[src/logic/pio_consts.vh]
// Purpose: constants for the parallel line controller
// Assumes: included by the line controller, its monitor and its bench
// Notes:   byte offsets of the 32-bit register words
`ifndef PIO_CONSTS_VH
`define PIO_CONSTS_VH

`define PIO_OFS_OWN_EN      12'h000
`define PIO_OFS_OWN_DIS     12'h004
`define PIO_OFS_OWN_STAT    12'h008
`define PIO_OFS_DRV_EN      12'h010
`define PIO_OFS_DRV_DIS     12'h014
`define PIO_OFS_DRV_STAT    12'h018
`define PIO_OFS_LVL_SET     12'h030
`define PIO_OFS_LVL_CLR     12'h034
`define PIO_OFS_LVL_STAT    12'h038
`define PIO_OFS_PIN_STAT    12'h03c
`define PIO_OFS_IRQ_EN      12'h040
`define PIO_OFS_IRQ_DIS     12'h044
`define PIO_OFS_IRQ_MASK    12'h048
`define PIO_OFS_IRQ_STAT    12'h04c
`define PIO_OFS_PU_DIS      12'h060
`define PIO_OFS_PU_EN       12'h064
`define PIO_OFS_PU_STAT     12'h068
`define PIO_OFS_A_SEL       12'h070
`define PIO_OFS_B_SEL       12'h074
`define PIO_OFS_AB_STAT     12'h078
`define PIO_OFS_SWM_SET     12'h0a0
`define PIO_OFS_SWM_CLR     12'h0a4
`define PIO_OFS_SWM_STAT    12'h0a8
`define PIO_OFS_CLK_CTRL    12'h0f0

`define PIO_RST_PULLUP      32'h00000000
`define PIO_RST_AB          32'h00000000
`define PIO_RST_SWM         32'h00000000
`define PIO_RST_DRV         32'h00000000
`define PIO_RST_LVL         32'h00000000
`define PIO_RST_IRQ         32'h00000000
`define PIO_RST_CLK         1'b0

`define PIO_RESP_OKAY       2'b00
`define PIO_RESP_SLVERR     2'b10

`endif

[src/logic/pio_setclr.v]
// Purpose: one set/clear/status register word
// Assumes: set and clear strobes last one clock
// Notes:   unimplemented lines stay at zero, unmuxed lines forced
`timescale 1ns/10ps
module pio_setclr #(
	parameter WIDTH     = 32,
	parameter RST_VALUE = 32'h00000000,
	parameter FORCE_ONE = 32'h00000000,
	parameter IMPL_MASK = 32'hffffffff
) (
	input  wire             aclk,
	input  wire             aresetn,
	input  wire             set_stb,
	input  wire             clr_stb,
	input  wire             load_stb,
	input  wire [WIDTH-1:0] load_mask,
	input  wire [WIDTH-1:0] wdata,
	output reg  [WIDTH-1:0] status
);
	// ----------------------------------------
	// per-bit update
	// ----------------------------------------
	reg [WIDTH-1:0] status_next;

	always @* begin
		status_next = status;
		if (set_stb) begin
			status_next = status | wdata;
		end else if (clr_stb) begin
			status_next = status & ~wdata;
		end else if (load_stb) begin
			status_next = (status & ~load_mask) | (wdata & load_mask);
		end
		status_next = (status_next | FORCE_ONE[WIDTH-1:0]) & IMPL_MASK[WIDTH-1:0];
	end

	always @(posedge aclk) begin
		if (!aresetn) begin
			status <= (RST_VALUE[WIDTH-1:0] | FORCE_ONE[WIDTH-1:0]) & IMPL_MASK[WIDTH-1:0];
		end else begin
			status <= status_next;
		end
	end
endmodule

[src/logic/pio_pinmux.v]
// Purpose: per-line output multiplexer between controller and peripherals
// Assumes: enables are active low at the pin
// Notes:   combinational; the top registers the results
`timescale 1ns/10ps
module pio_pinmux #(
	parameter WIDTH = 32
) (
	input  wire [WIDTH-1:0] own,
	input  wire [WIDTH-1:0] ab_sel,
	input  wire [WIDTH-1:0] drv,
	input  wire [WIDTH-1:0] lvl,
	input  wire [WIDTH-1:0] pa_out,
	input  wire [WIDTH-1:0] pa_oe,
	input  wire [WIDTH-1:0] pb_out,
	input  wire [WIDTH-1:0] pb_oe,
	output wire [WIDTH-1:0] mux_out,
	output wire [WIDTH-1:0] mux_oe_n
);
	genvar i;
	generate
		for (i = 0; i < WIDTH; i = i + 1) begin : g_line
			wire p_out;
			wire p_oe;
			assign p_out       = ab_sel[i] ? pb_out[i] : pa_out[i];
			assign p_oe        = ab_sel[i] ? pb_oe[i] : pa_oe[i];
			assign mux_out[i]  = own[i] ? lvl[i] : p_out;
			assign mux_oe_n[i] = own[i] ? ~drv[i] : ~p_oe;
		end
	endgenerate
endmodule

[src/logic/pio_line_ctrl.v]
// Purpose: parallel line controller with AXI4-Lite register access
// Assumes: single clock aclk, synchronous active-low reset, pins synchronous
// Notes:   gated clock modelled as an enable bit for sampling and change detection
//
// Overview of operation
// - up to 32 lines, line n on bit n of each register
// - pull-up enable clears status bit, disable sets it; 1 means off
// - all pull-ups on after reset, status zero
// - line enable sets ownership, disable clears; 0 hands pin to peripheral
// - unmuxed lines ignore ownership writes and read ownership 1
// - ownership reset value per line is a product parameter
// - A select clears, B select sets the select status bit
// - select steers outputs only; both peripherals always see the pin
// - select status resets to zero, peripheral A
// - select writes act regardless of ownership; software writes both
// - peripheral-owned pin takes drive and level from selected peripheral
// - drive enable sets, drive disable clears; 1 means controller drives
// - level set and clear writes set or clear the driven level
// - drive and level writes act whoever owns the pin
// - direct level write changes only bits with mask set
// - mask set and clear writes set or clear mask bits
// - write mask resets to zero
// - register writes never depend on the gated clock
// - sampling, change detection and interrupt only with clock enabled
// - one interrupt output towards the interrupt controller
// - pin level register holds last sample while clock stopped
// - change sets status, output ors masked bits, read clears all but a change in the read cycle
`timescale 1ns/10ps
`include "pio_consts.vh"
module pio_line_ctrl #(
	parameter WIDTH     = 32,
	parameter IMPL_MASK = 32'hffffffff,
	parameter MUX_MASK  = 32'hffffffff,
	parameter OWN_RST   = 32'hffffffff
) (
	input  wire             aclk,
	input  wire             aresetn,
	input  wire [11:0]      s_axi_awaddr,
	input  wire             s_axi_awvalid,
	output reg              s_axi_awready,
	input  wire [31:0]      s_axi_wdata,
	input  wire [3:0]       s_axi_wstrb,
	input  wire             s_axi_wvalid,
	output reg              s_axi_wready,
	output reg  [1:0]       s_axi_bresp,
	output reg              s_axi_bvalid,
	input  wire             s_axi_bready,
	input  wire [11:0]      s_axi_araddr,
	input  wire             s_axi_arvalid,
	output reg              s_axi_arready,
	output reg  [31:0]      s_axi_rdata,
	output reg  [1:0]       s_axi_rresp,
	output reg              s_axi_rvalid,
	input  wire             s_axi_rready,
	input  wire [WIDTH-1:0] pin_in,
	output reg  [WIDTH-1:0] pin_out,
	output reg  [WIDTH-1:0] pin_oe_n,
	output reg  [WIDTH-1:0] pullup_on,
	input  wire [WIDTH-1:0] periph_a_out,
	input  wire [WIDTH-1:0] periph_a_oe,
	input  wire [WIDTH-1:0] periph_b_out,
	input  wire [WIDTH-1:0] periph_b_oe,
	output reg  [WIDTH-1:0] periph_a_in,
	output reg  [WIDTH-1:0] periph_b_in,
	output reg              change_irq
);
	// ----------------------------------------
	// write channel capture
	// ----------------------------------------
	localparam [WIDTH-1:0] IMPL = IMPL_MASK[WIDTH-1:0];

	reg  [11:0]      waddr_reg;
	reg  [31:0]      wdata_reg;
	reg              have_aw_reg;
	reg              have_w_reg;
	reg              wr_go;
	reg              wr_err;
	wire [WIDTH-1:0] wval;

	assign wval = wdata_reg[WIDTH-1:0];

	always @(posedge aclk) begin
		if (!aresetn) begin
			waddr_reg     <= 12'h000;
			wdata_reg     <= 32'h00000000;
			have_aw_reg   <= 1'b0;
			have_w_reg    <= 1'b0;
			s_axi_awready <= 1'b0;
			s_axi_wready  <= 1'b0;
			s_axi_bvalid  <= 1'b0;
			s_axi_bresp   <= `PIO_RESP_OKAY;
		end else begin
			s_axi_awready <= ~have_aw_reg & ~s_axi_awready & ~s_axi_bvalid & ~wr_go;
			s_axi_wready  <= ~have_w_reg & ~s_axi_wready & ~s_axi_bvalid & ~wr_go;
			if (s_axi_awvalid && s_axi_awready) begin
				waddr_reg   <= s_axi_awaddr;
				have_aw_reg <= 1'b1;
				s_axi_awready <= 1'b0;
			end
			if (s_axi_wvalid && s_axi_wready) begin
				// partial strobes still update the whole word
				wdata_reg  <= s_axi_wdata;
				have_w_reg <= 1'b1;
				s_axi_wready <= 1'b0;
			end
			if (wr_go) begin
				have_aw_reg  <= 1'b0;
				have_w_reg   <= 1'b0;
				s_axi_bvalid <= 1'b1;
				s_axi_bresp  <= wr_err ? `PIO_RESP_SLVERR : `PIO_RESP_OKAY;
			end else if (s_axi_bvalid && s_axi_bready) begin
				s_axi_bvalid <= 1'b0;
			end
		end
	end

	// ----------------------------------------
	// write decode
	// ----------------------------------------
	function is_wr;
		input [11:0] addr;
		input [11:0] ofs;
		begin
			is_wr = (addr[11:2] == ofs[11:2]);
		end
	endfunction

	reg w_own_en, w_own_dis, w_drv_en, w_drv_dis, w_lvl_set, w_lvl_clr, w_lvl_ld;
	reg w_irq_en, w_irq_dis, w_pu_en, w_pu_dis, w_a_sel, w_b_sel;
	reg w_swm_set, w_swm_clr, w_clk;

	always @* begin
		wr_go     = have_aw_reg & have_w_reg & ~s_axi_bvalid;
		w_own_en  = 1'b0;
		w_own_dis = 1'b0;
		w_drv_en  = 1'b0;
		w_drv_dis = 1'b0;
		w_lvl_set = 1'b0;
		w_lvl_clr = 1'b0;
		w_lvl_ld  = 1'b0;
		w_irq_en  = 1'b0;
		w_irq_dis = 1'b0;
		w_pu_en   = 1'b0;
		w_pu_dis  = 1'b0;
		w_a_sel   = 1'b0;
		w_b_sel   = 1'b0;
		w_swm_set = 1'b0;
		w_swm_clr = 1'b0;
		w_clk     = 1'b0;
		wr_err    = 1'b0;
		if (is_wr(waddr_reg, `PIO_OFS_OWN_EN)) begin
			w_own_en = wr_go;
		end else if (is_wr(waddr_reg, `PIO_OFS_OWN_DIS)) begin
			w_own_dis = wr_go;
		end else if (is_wr(waddr_reg, `PIO_OFS_DRV_EN)) begin
			w_drv_en = wr_go;
		end else if (is_wr(waddr_reg, `PIO_OFS_DRV_DIS)) begin
			w_drv_dis = wr_go;
		end else if (is_wr(waddr_reg, `PIO_OFS_LVL_SET)) begin
			w_lvl_set = wr_go;
		end else if (is_wr(waddr_reg, `PIO_OFS_LVL_CLR)) begin
			w_lvl_clr = wr_go;
		end else if (is_wr(waddr_reg, `PIO_OFS_LVL_STAT)) begin
			w_lvl_ld = wr_go;
		end else if (is_wr(waddr_reg, `PIO_OFS_IRQ_EN)) begin
			w_irq_en = wr_go;
		end else if (is_wr(waddr_reg, `PIO_OFS_IRQ_DIS)) begin
			w_irq_dis = wr_go;
		end else if (is_wr(waddr_reg, `PIO_OFS_PU_EN)) begin
			w_pu_en = wr_go;
		end else if (is_wr(waddr_reg, `PIO_OFS_PU_DIS)) begin
			w_pu_dis = wr_go;
		end else if (is_wr(waddr_reg, `PIO_OFS_A_SEL)) begin
			w_a_sel = wr_go;
		end else if (is_wr(waddr_reg, `PIO_OFS_B_SEL)) begin
			w_b_sel = wr_go;
		end else if (is_wr(waddr_reg, `PIO_OFS_SWM_SET)) begin
			w_swm_set = wr_go;
		end else if (is_wr(waddr_reg, `PIO_OFS_SWM_CLR)) begin
			w_swm_clr = wr_go;
		end else if (is_wr(waddr_reg, `PIO_OFS_CLK_CTRL)) begin
			w_clk = wr_go;
		end else begin
			wr_err = 1'b1;
		end
	end

	// ----------------------------------------
	// configuration registers
	// ----------------------------------------
	wire [WIDTH-1:0] pullup_status;
	wire [WIDTH-1:0] line_own_status;
	wire [WIDTH-1:0] periph_ab_status;
	wire [WIDTH-1:0] drive_status;
	wire [WIDTH-1:0] out_level_status;
	wire [WIDTH-1:0] sync_write_mask_status;
	wire [WIDTH-1:0] change_irq_mask;
	wire [WIDTH-1:0] no_mask;

	assign no_mask = {WIDTH{1'b0}};

	// all of these update on aclk, not on the gated sampling enable
	pio_setclr #(.WIDTH(WIDTH), .RST_VALUE(`PIO_RST_PULLUP), .IMPL_MASK(IMPL_MASK)) u_pu (
		.aclk(aclk), .aresetn(aresetn), .set_stb(w_pu_dis), .clr_stb(w_pu_en),
		.load_stb(1'b0), .load_mask(no_mask), .wdata(wval), .status(pullup_status));

	pio_setclr #(.WIDTH(WIDTH), .RST_VALUE(OWN_RST), .FORCE_ONE(~MUX_MASK),
		.IMPL_MASK(IMPL_MASK)) u_own (
		.aclk(aclk), .aresetn(aresetn), .set_stb(w_own_en), .clr_stb(w_own_dis),
		.load_stb(1'b0), .load_mask(no_mask), .wdata(wval), .status(line_own_status));

	pio_setclr #(.WIDTH(WIDTH), .RST_VALUE(`PIO_RST_AB), .IMPL_MASK(IMPL_MASK)) u_ab (
		.aclk(aclk), .aresetn(aresetn), .set_stb(w_b_sel), .clr_stb(w_a_sel),
		.load_stb(1'b0), .load_mask(no_mask), .wdata(wval), .status(periph_ab_status));

	pio_setclr #(.WIDTH(WIDTH), .RST_VALUE(`PIO_RST_DRV), .IMPL_MASK(IMPL_MASK)) u_drv (
		.aclk(aclk), .aresetn(aresetn), .set_stb(w_drv_en), .clr_stb(w_drv_dis),
		.load_stb(1'b0), .load_mask(no_mask), .wdata(wval), .status(drive_status));

	pio_setclr #(.WIDTH(WIDTH), .RST_VALUE(`PIO_RST_LVL), .IMPL_MASK(IMPL_MASK)) u_lvl (
		.aclk(aclk), .aresetn(aresetn), .set_stb(w_lvl_set), .clr_stb(w_lvl_clr),
		.load_stb(w_lvl_ld), .load_mask(sync_write_mask_status), .wdata(wval),
		.status(out_level_status));

	pio_setclr #(.WIDTH(WIDTH), .RST_VALUE(`PIO_RST_SWM), .IMPL_MASK(IMPL_MASK)) u_swm (
		.aclk(aclk), .aresetn(aresetn), .set_stb(w_swm_set), .clr_stb(w_swm_clr),
		.load_stb(1'b0), .load_mask(no_mask), .wdata(wval),
		.status(sync_write_mask_status));

	pio_setclr #(.WIDTH(WIDTH), .RST_VALUE(`PIO_RST_IRQ), .IMPL_MASK(IMPL_MASK)) u_imr (
		.aclk(aclk), .aresetn(aresetn), .set_stb(w_irq_en), .clr_stb(w_irq_dis),
		.load_stb(1'b0), .load_mask(no_mask), .wdata(wval), .status(change_irq_mask));

	// ----------------------------------------
	// gated sampling clock, pin sampling, change detect
	// ----------------------------------------
	reg              clk_on_reg;
	reg [WIDTH-1:0]  pin_level_status;
	reg [WIDTH-1:0]  change_irq_status;
	reg              rd_isr;
	wire [WIDTH-1:0] change;

	assign change = (pin_in ^ pin_level_status) & IMPL;

	always @(posedge aclk) begin
		if (!aresetn) begin
			clk_on_reg        <= `PIO_RST_CLK;
			pin_level_status  <= {WIDTH{1'b0}};
			change_irq_status <= {WIDTH{1'b0}};
			change_irq        <= 1'b0;
		end else begin
			if (w_clk) begin
				clk_on_reg <= wdata_reg[0];
			end
			if (clk_on_reg) begin
				pin_level_status <= pin_in & IMPL;
			end
			// a change in the read cycle survives the clear
			if (clk_on_reg) begin
				change_irq_status <= (rd_isr ? {WIDTH{1'b0}} : change_irq_status) | change;
			end else if (rd_isr) begin
				change_irq_status <= {WIDTH{1'b0}};
			end
			change_irq <= clk_on_reg & |(change_irq_status & change_irq_mask);
		end
	end

	// ----------------------------------------
	// pin outputs
	// ----------------------------------------
	wire [WIDTH-1:0] mux_out;
	wire [WIDTH-1:0] mux_oe_n;

	pio_pinmux #(.WIDTH(WIDTH)) u_mux (
		.own(line_own_status), .ab_sel(periph_ab_status), .drv(drive_status),
		.lvl(out_level_status), .pa_out(periph_a_out), .pa_oe(periph_a_oe),
		.pb_out(periph_b_out), .pb_oe(periph_b_oe), .mux_out(mux_out),
		.mux_oe_n(mux_oe_n));

	always @(posedge aclk) begin
		if (!aresetn) begin
			pin_out     <= {WIDTH{1'b0}};
			pin_oe_n    <= {WIDTH{1'b1}};
			pullup_on   <= IMPL;
			periph_a_in <= {WIDTH{1'b0}};
			periph_b_in <= {WIDTH{1'b0}};
		end else begin
			pin_out     <= mux_out;
			pin_oe_n    <= mux_oe_n | ~IMPL;
			pullup_on   <= ~pullup_status & IMPL;
			periph_a_in <= pin_in;
			periph_b_in <= pin_in;
		end
	end

	// ----------------------------------------
	// read channel
	// ----------------------------------------
	reg [31:0] rd_val;
	reg        rd_err;

	always @* begin
		rd_val = 32'h00000000;
		rd_err = 1'b0;
		if (is_wr(s_axi_araddr, `PIO_OFS_OWN_STAT)) begin
			rd_val[WIDTH-1:0] = line_own_status;
		end else if (is_wr(s_axi_araddr, `PIO_OFS_DRV_STAT)) begin
			rd_val[WIDTH-1:0] = drive_status;
		end else if (is_wr(s_axi_araddr, `PIO_OFS_LVL_STAT)) begin
			rd_val[WIDTH-1:0] = out_level_status;
		end else if (is_wr(s_axi_araddr, `PIO_OFS_PIN_STAT)) begin
			rd_val[WIDTH-1:0] = pin_level_status;
		end else if (is_wr(s_axi_araddr, `PIO_OFS_IRQ_MASK)) begin
			rd_val[WIDTH-1:0] = change_irq_mask;
		end else if (is_wr(s_axi_araddr, `PIO_OFS_IRQ_STAT)) begin
			rd_val[WIDTH-1:0] = change_irq_status;
		end else if (is_wr(s_axi_araddr, `PIO_OFS_PU_STAT)) begin
			rd_val[WIDTH-1:0] = pullup_status;
		end else if (is_wr(s_axi_araddr, `PIO_OFS_AB_STAT)) begin
			rd_val[WIDTH-1:0] = periph_ab_status;
		end else if (is_wr(s_axi_araddr, `PIO_OFS_SWM_STAT)) begin
			rd_val[WIDTH-1:0] = sync_write_mask_status;
		end else if (is_wr(s_axi_araddr, `PIO_OFS_CLK_CTRL)) begin
			rd_val[0] = clk_on_reg;
		end else begin
			rd_err = 1'b1;
		end
		rd_isr = s_axi_arvalid & s_axi_arready & is_wr(s_axi_araddr, `PIO_OFS_IRQ_STAT);
	end

	always @(posedge aclk) begin
		if (!aresetn) begin
			s_axi_arready <= 1'b0;
			s_axi_rvalid  <= 1'b0;
			s_axi_rdata   <= 32'h00000000;
			s_axi_rresp   <= `PIO_RESP_OKAY;
		end else begin
			s_axi_arready <= ~s_axi_arready & ~s_axi_rvalid;
			if (s_axi_arvalid && s_axi_arready) begin
				s_axi_arready <= 1'b0;
				s_axi_rvalid  <= 1'b1;
				s_axi_rdata   <= rd_val;
				s_axi_rresp   <= rd_err ? `PIO_RESP_SLVERR : `PIO_RESP_OKAY;
			end else if (s_axi_rvalid && s_axi_rready) begin
				s_axi_rvalid <= 1'b0;
			end
		end
	end
endmodule

[config.mk]
export PLATFORM = sky130hd
export DESIGN_NAME = pio_line_ctrl
export DESIGN_NICKNAME = d
export VERILOG_FILES = /design/src/logic/pio_setclr.v /design/src/logic/pio_pinmux.v /design/src/logic/pio_line_ctrl.v
export VERILOG_INCLUDE_DIRS = /design/src /design/src/logic
export SDC_FILE = /design/constraint.sdc
export NUM_CORES = 1
export LEC_CHECK = 0
export BUFFER_PORTS_ARGS = -buffer_cell sky130_fd_sc_hd__buf_2
export CAP_MARGIN = 20
export CORE_MARGIN = 1
export CORE_UTILIZATION = 55
export DETAILED_ROUTE_END_ITERATION = 8
export PLACE_DENSITY = 0.79
export SLEW_MARGIN = 0
export SYNTH_ARGS = -nofsm -noshare
export SYNTH_HDL_FRONTEND = slang
export SYNTH_SLANG_ARGS = --single-unit
[constraint.sdc]
create_clock -name aclk -period 3.72 [get_ports aclk]
set_input_delay 0.744 -clock aclk [delete_from_list [all_inputs] [get_ports aclk]]
set_output_delay 0.744 -clock aclk [all_outputs]
set_load 0.02 [all_outputs]
==> results of run 1 <==
layer usage:
layer,GRT usage [%],up-vias,wire length [microns]
met5,0,-,0
met2,61.3,1685,37200
met1,51.3,10600,32300
met3,8.86,318,11000
met4,21.4,0,4530
li1,-,10000,-
final timing paths:
check / end / cells past startpoint / slack, ns / from
max: flip-flop / 6 / 0.87 / waddr_reg[6]
min: wdata_reg[25] / 3 / 0.39 / s_axi_wdata[25]
max reg2reg: flip-flop / 6 / 0.87 / waddr_reg[6]
min reg2reg: pullup_on[3] / 1 / 0.41 / flip-flop
through the flow:
stage,setup WS [ns],cells,utilization (%),hold WS [ns],total power [mW]
floorplan,1.08,2660,-,0.373,6.00
CTS,0.953,3491,66.2,0.375,11.5
finish,0.871,3496,66.3,0.388,11.5
detailed placement,0.685,3398,61.9,0.396,6.32
global placement,0.737,3398,61.9,0.391,6.30
global route,0.712,3496,66.3,0.390,11.8
area by class of cell:
class / count / area [sq um]
Antenna cell: 5 / 12.5
Clock buffer: 78 / 1540
Clock inverter: 15 / 193
Fill cell: 3342 / 13500
Inverter: 11 / 41.3
Multi-Input combinational cell: 1869 / 11400
Sequential cell: 501 / 10000
Tap cell: 525 / 657
Timing Repair Buffer: 492 / 2720
layout by cell type, fill, tap and decap left out, types with 11 or more instances in the layout:
cell,n
a211oi_1,13
a21boi_0,46
a21o_1,32
a21oi_1,191
a221o_1,16
a221oi_1,47
a22oi_1,148
a31oi_1,14
a32o_1,67
and2_1,73
buf_2,417
buf_4,69
clkbuf_1,12
clkbuf_16,52
clkbuf_8,14
dfxtp_1,500
inv_1,11
mux2i_1,97
nand2_1,473
nand2b_1,39
nand3_1,70
nor2_1,37
nor2b_1,134
nor3_1,20
o211ai_1,35
o21ai_0,115
o21ai_1,19
o221ai_1,13
o22ai_1,19
o31a_1,12
or3_1,19
xor2_1,32
cell families after synthesis:
family                 Yosys count
other                            1
XOR/XNOR                        33
flip-flops                     501
AO/OA/AOI/OAI                  812
buffers and inverters          290
AND/OR/NAND/NOR                925
multiplexers                    97
worst max-delay path, stage by stage, from the launching register on:
cell,delay [ns]
dfxtp_1,0.63
nor2_1,0.10
and2_1,0.18
a221o_1,0.42
nor3_2,0.78
buf_4,0.47
a21o_1,0.18
power by group:
part           internal (mW)  switching [mW]
clock network           3.12            2.19
registers               5.41          0.0988
logic                  0.260           0.451
==> results.sh, run 1 <==
export IMPL_status="finished clean"
export IMPL_max_clock_path_buffers=3
export IMPL_power_density_nw_per_um2=434
export IMPL_nets=3153
export IMPL_netlist_area_leader_share_pct=44.5
export IMPL_coreArea_sq_um=40100
export IMPL_gp_congestion=0.954
export IMPL_synth_area_mux_share_pct=4.30
export IMPL_grt_ovfl_total=0
export IMPL_dpl_cell_area_sq_um=24800
export IMPL_synth_common_cells="dfxtp_1 (501), nand2_1 (474), clkbuf_1 (219)"
export IMPL_synth_top_family_by_area="compound AO/OA/AOI/OAI gates"
export IMPL_route_detailed_drc=0
export IMPL_post_route_cell_area_sq_um=26600
export IMPL_leakage_nw=9.83
export IMPL_async_flop_share_pct=0
export IMPL_wl_per_cell_microns=24.3
export IMPL_cts_hold_buf=0
export IMPL_area_growth_pct=17.8
export IMPL_max_slew_margin_pct=21.4
export IMPL_postSynthCellCount=2659
export IMPL_clkSinkCount=501
export IMPL_finClkSkew_ns=0.0148
export IMPL_fp_row_count=73
export IMPL_synth_seq_cells=501
export IMPL_worstHoldPathType="in -> reg"
export IMPL_cts_setup_buffers=0
export IMPL_cp_required_ns=4.26
export IMPL_dp_hpwl_mm=55.9
export IMPL_antenna_found_initial=5
export IMPL_cts_buffers=51
export IMPL_netlist_cell_type_count=62
export IMPL_setup_viol=0
export IMPL_drv_cap=0
export IMPL_ys_top_cells_by_area="dfxtp_1 (44%), nand2_1 (7.9%), a22oi_1 (4.9%), mux2i_1 (4.3%), a21oi_1 (4.2%)"
export IMPL_max_freq_ghz=0.351
export IMPL_period_share_pct=76.6
export IMPL_hold_viol_final=0
export IMPL_yosys_warnings=0
export IMPL_slew_viol_final=0
export IMPL_cts_htree_levels=2
export IMPL_vias_per_cell=6.48
export IMPL_io_buffers=418
export IMPL_cts_tree="built"
export IMPL_ios=429
export IMPL_synth_adder_area_share_pct=0
export IMPL_ant_nets=0
export IMPL_grt_pass1_vias=21400
export IMPL_yosysMostFrequentCell="dfxtp_1"
export IMPL_drive_gt1_share_pct=20.4
export IMPL_synth_top_area_cell="dfxtp_1"
export IMPL_path_clk_slew_ns=0.06
export IMPL_critPathLaunchType="flip-flop"
export IMPL_cp_arrival_ns=3.39
export IMPL_max_slew_worst_pin_slew_ns=1.18
export IMPL_rsz0062_at_grt="false"
export IMPL_crit_path_end_kind="flip-flop"
export IMPL_die_h_microns=205
export IMPL_cts_root_buf="clkbuf_16"
export IMPL_path_max_fanout=21
export IMPL_wl_mm=85.0
export IMPL_min_period_ns=2.85
export IMPL_grt_pass1_wl_mm=126
export IMPL_drt_first_pass_iters=8
export IMPL_cts_resized=0
export IMPL_synth_edf_count=0
export IMPL_yosysSeqAreaShare_pct=44.5
export IMPL_critPathKind="reg -> reg"
export IMPL_tns_ns=0
export IMPL_yosys_most_used_dff="dfxtp_1"
export IMPL_clock_latency_ns=0.61
export IMPL_syn_area_sq_um=22600
export IMPL_via_count=22700
export IMPL_start_util_pct=56.3
export IMPL_grt_util_all_layers_pct=39.6
export IMPL_syn_area_per_cell_sq_um=8.49
export IMPL_synth_xor_area_share_pct=1.28
export IMPL_synth_compound_area_share_pct=24.7
export IMPL_dieArea_sq_um=41800
export IMPL_synthSimpleGateAreaFrac_pct=19.8
export IMPL_die_x_microns=205
export IMPL_drt_iter0_markers=3063
export IMPL_irDropWorstVdd_uv=302
export IMPL_grt_max_degree=191
Power figures use the tool's default switching activity.
==> run 2, diff against run 1 <==
- ABC_AREA: unset -> 1
- clock period: 3.72 -> 2.7 ns (I/O delays scaled with it)
==> run 2 against run 1 <==
  * Count of clock-buffer cells in the layout is 11 lower
  * Critical path depth is 6 higher
  * Design area grew 2.3%
  * Critical path type unchanged
  * Largest cell class unchanged
==> results.sh, run 2 <==
export IMPL_max_slew_margin_pct=46.9
export IMPL_drv_cap=0
export IMPL_synth_compound_area_share_pct=23.3
export IMPL_final_cell_mix="nand2_1 (539), dfxtp_1 (501), buf_2 (417), a21oi_1 (391), o21ai_0 (356)"
export IMPL_antenna_found_initial=6
export IMPL_cp_arrival_ns=2.89
export IMPL_ys_top_cells_by_area="dfxtp_1 (44%), nand2_1 (8.9%), a21oi_1 (8.6%), o21ai_0 (7.8%), inv_1 (4.9%)"
export IMPL_grt_util_all_layers_pct=39.4
export IMPL_min_period_ns=2.41
export IMPL_path_clk_slew_ns=0.06
export IMPL_slew_viol_final=0
export IMPL_grt_max_degree=83
export IMPL_io_buffers=418
export IMPL_worstHoldPathType="in -> reg"
export IMPL_crit_path_end_kind="flip-flop"
export IMPL_cp_required_ns=3.18
export IMPL_netlist_area_leader_share_pct=43.9
export IMPL_max_clock_path_buffers=3
export IMPL_synth_adder_area_share_pct=0
export IMPL_wl_mm=85.9
export IMPL_clock_latency_ns=0.62
export IMPL_cp_slowest_cell="inv_2"
export IMPL_synthSimpleGateAreaFrac_pct=20.9
export IMPL_leakage_nw=11.5
export IMPL_cts_hold_buf=0
export IMPL_synth_top_family_by_area="compound AO/OA/AOI/OAI gates"
export IMPL_drive_gt1_share_pct=20.3
export IMPL_rsz0062_at_grt="false"
export IMPL_dpl_cell_area_sq_um=25300
export IMPL_setup_viol=0
export IMPL_synth_xor_area_share_pct=0
export IMPL_period_share_pct=89.3
export IMPL_critPathKind="reg -> reg"
export IMPL_gp_congestion=0.969
export IMPL_irDropWorstVdd_uv=462
export IMPL_hold_viol_final=0
export IMPL_async_flop_share_pct=0
export IMPL_synth_edf_count=0
export IMPL_synth_seq_cells=501
export IMPL_cts_htree_levels=2
export IMPL_syn_area_per_cell_sq_um=7.27
export IMPL_worstPathCellList="inv_1 -> nand2_1 -> nor2_1 -> nand2_2 -> nor2_4 -> inv_2 -> nand2_1 -> inv_2 -> buf_4 -> o21ai_2 -> o21ai_1 -> a21oi_1"
export IMPL_grt_pass1_wl_mm=128
export IMPL_grt_ovfl_total=0
export IMPL_yosysMostFrequentCell="nand2_1"
export IMPL_cts_resized=0
export IMPL_ios=429
export IMPL_cts_buffers=52
export IMPL_yosys_most_used_dff="dfxtp_1"
export IMPL_synth_top_area_cell="dfxtp_1"
export IMPL_cts_setup_buffers=0
export IMPL_path_max_fanout=17
export IMPL_yosysSeqAreaShare_pct=43.9
export IMPL_vias_per_cell=6.13
export IMPL_nFillCells=3489
export IMPL_power_density_nw_per_um2=607
export IMPL_tns_ns=0
export IMPL_max_freq_ghz=0.415
export IMPL_cts_tree="built"
export IMPL_start_util_pct=55.8
export IMPL_crit_family="buffers and inverters"
export IMPL_post_route_cell_area_sq_um=27200
export IMPL_yosys_warnings=0
export IMPL_finClkSkew_ns=0.0205
export IMPL_die_x_microns=206
export IMPL_layout_commonest_cell="nand2_1"
export IMPL_grt_pass1_vias=22800
export IMPL_die_h_microns=206
export IMPL_nets=3677
export IMPL_status="finished clean"
export IMPL_postSynthCellCount=3141
export IMPL_coreArea_sq_um=40900
export IMPL_wl_per_cell_microns=21.3
export IMPL_synth_common_cells="nand2_1 (540), dfxtp_1 (501), a21oi_1 (391)"
export IMPL_ant_nets=0
export IMPL_route_detailed_drc=0
export IMPL_max_slew_worst_pin_slew_ns=0.795
export IMPL_drt_first_pass_iters=7
export IMPL_netlist_cell_type_count=39
export IMPL_fp_row_count=74
export IMPL_area_growth_pct=19.1
export IMPL_drt_iter0_markers=2841
export IMPL_dp_hpwl_mm=56.9
export IMPL_syn_area_sq_um=22800
export IMPL_cp_slowest_stage_delay_ns=0.41
export IMPL_clkSinkCount=501
export IMPL_synth_area_mux_share_pct=1.58
export IMPL_cp_buffers_inverters=4
export IMPL_cts_root_buf="clkbuf_16"
export IMPL_via_count=24700
export IMPL_dieArea_sq_um=42300
export IMPL_critPathLaunchType="flip-flop"
run 2: changes by cell type after synthesis, moves of 70 or more:
cell,change
a21oi_1,+200
clkbuf_1,-70
nand4_1,+85
a22oi_1,-148
mux2i_1,-97
nand3_1,+142
nor2b_1,-134
and2_1,-73
nor2_1,+137
inv_1,+286
o21ai_0,+241
run 2: report_power, final:
part | switching, mW | internal (mW) | leakage (nW)
Combinational | 0.710 | 0.303 | 6.54
Sequential | 0.117 | 7.48 | 4.05
Clock | 3.19 | 4.71 | 0.897
run 2: final timing paths:
kind,start,to,slack (ns),cells after the start
setup / recovery,waddr_reg[3],flip-flop,0.29,12
hold reg to reg,flip-flop,pullup_on[2],0.41,1
setup reg to reg,waddr_reg[3],flip-flop,0.29,12
hold / removal,pin_in[16],periph_b_in[16],0.16,3
run 2: cell type report:
cell class,count,area (sq um),area share (%)
Timing Repair Buffer,500,2900,10.7
Inverter,319,1200,4.43
Sequential cell,501,10000,36.9
Clock buffer,67,1470,5.40
Antenna cell,4,10.0,0.0368
Multi-Input combinational cell,2076,10500,38.6
Clock inverter,27,400,1.47
Tap cell,532,666,2.45
run 2: routing by layer:
metal	global-route usage, %	up-vias	part of all wire (%)
li1	-	11200	-
met1	49.1	11500	37
met2	62.5	1624	45
met3	7.46	382	11
met4	25.3	6	6.5
met5	0	-	0.047
run 2: metrics by stage:
stage | utilization, % | setup WS (ns) | total power, mW | hold slack (ns) | cells
finish | 66.4 | 0.289 | 16.5 | 0.158 | 4026
global route | 66.4 | 0.224 | 16.9 | 0.165 | 4024
CTS | 66.4 | 0.437 | 16.5 | 0.143 | 4022
detailed placement | 61.9 | 0.128 | 8.74 | 0.385 | 3928
global placement | 61.9 | 0.166 | 8.72 | 0.386 | 3928
floorplan | - | 0.846 | 8.29 | 0.363 | 3142
run 2: logic make-up after synthesis:
| family | after synthesis |
|---|---|
| simple gates | 1075 |
| mux | 32 |
| buf+inv | 565 |
| flops | 501 |
| compound gates | 967 |
| other cells | 1 |
run 2: tightest hold or removal path: cells and delay by family:
family | cells | cell delay [ns]
buf+inv | 2 | 0.15
simple gates | 1 | 0.05
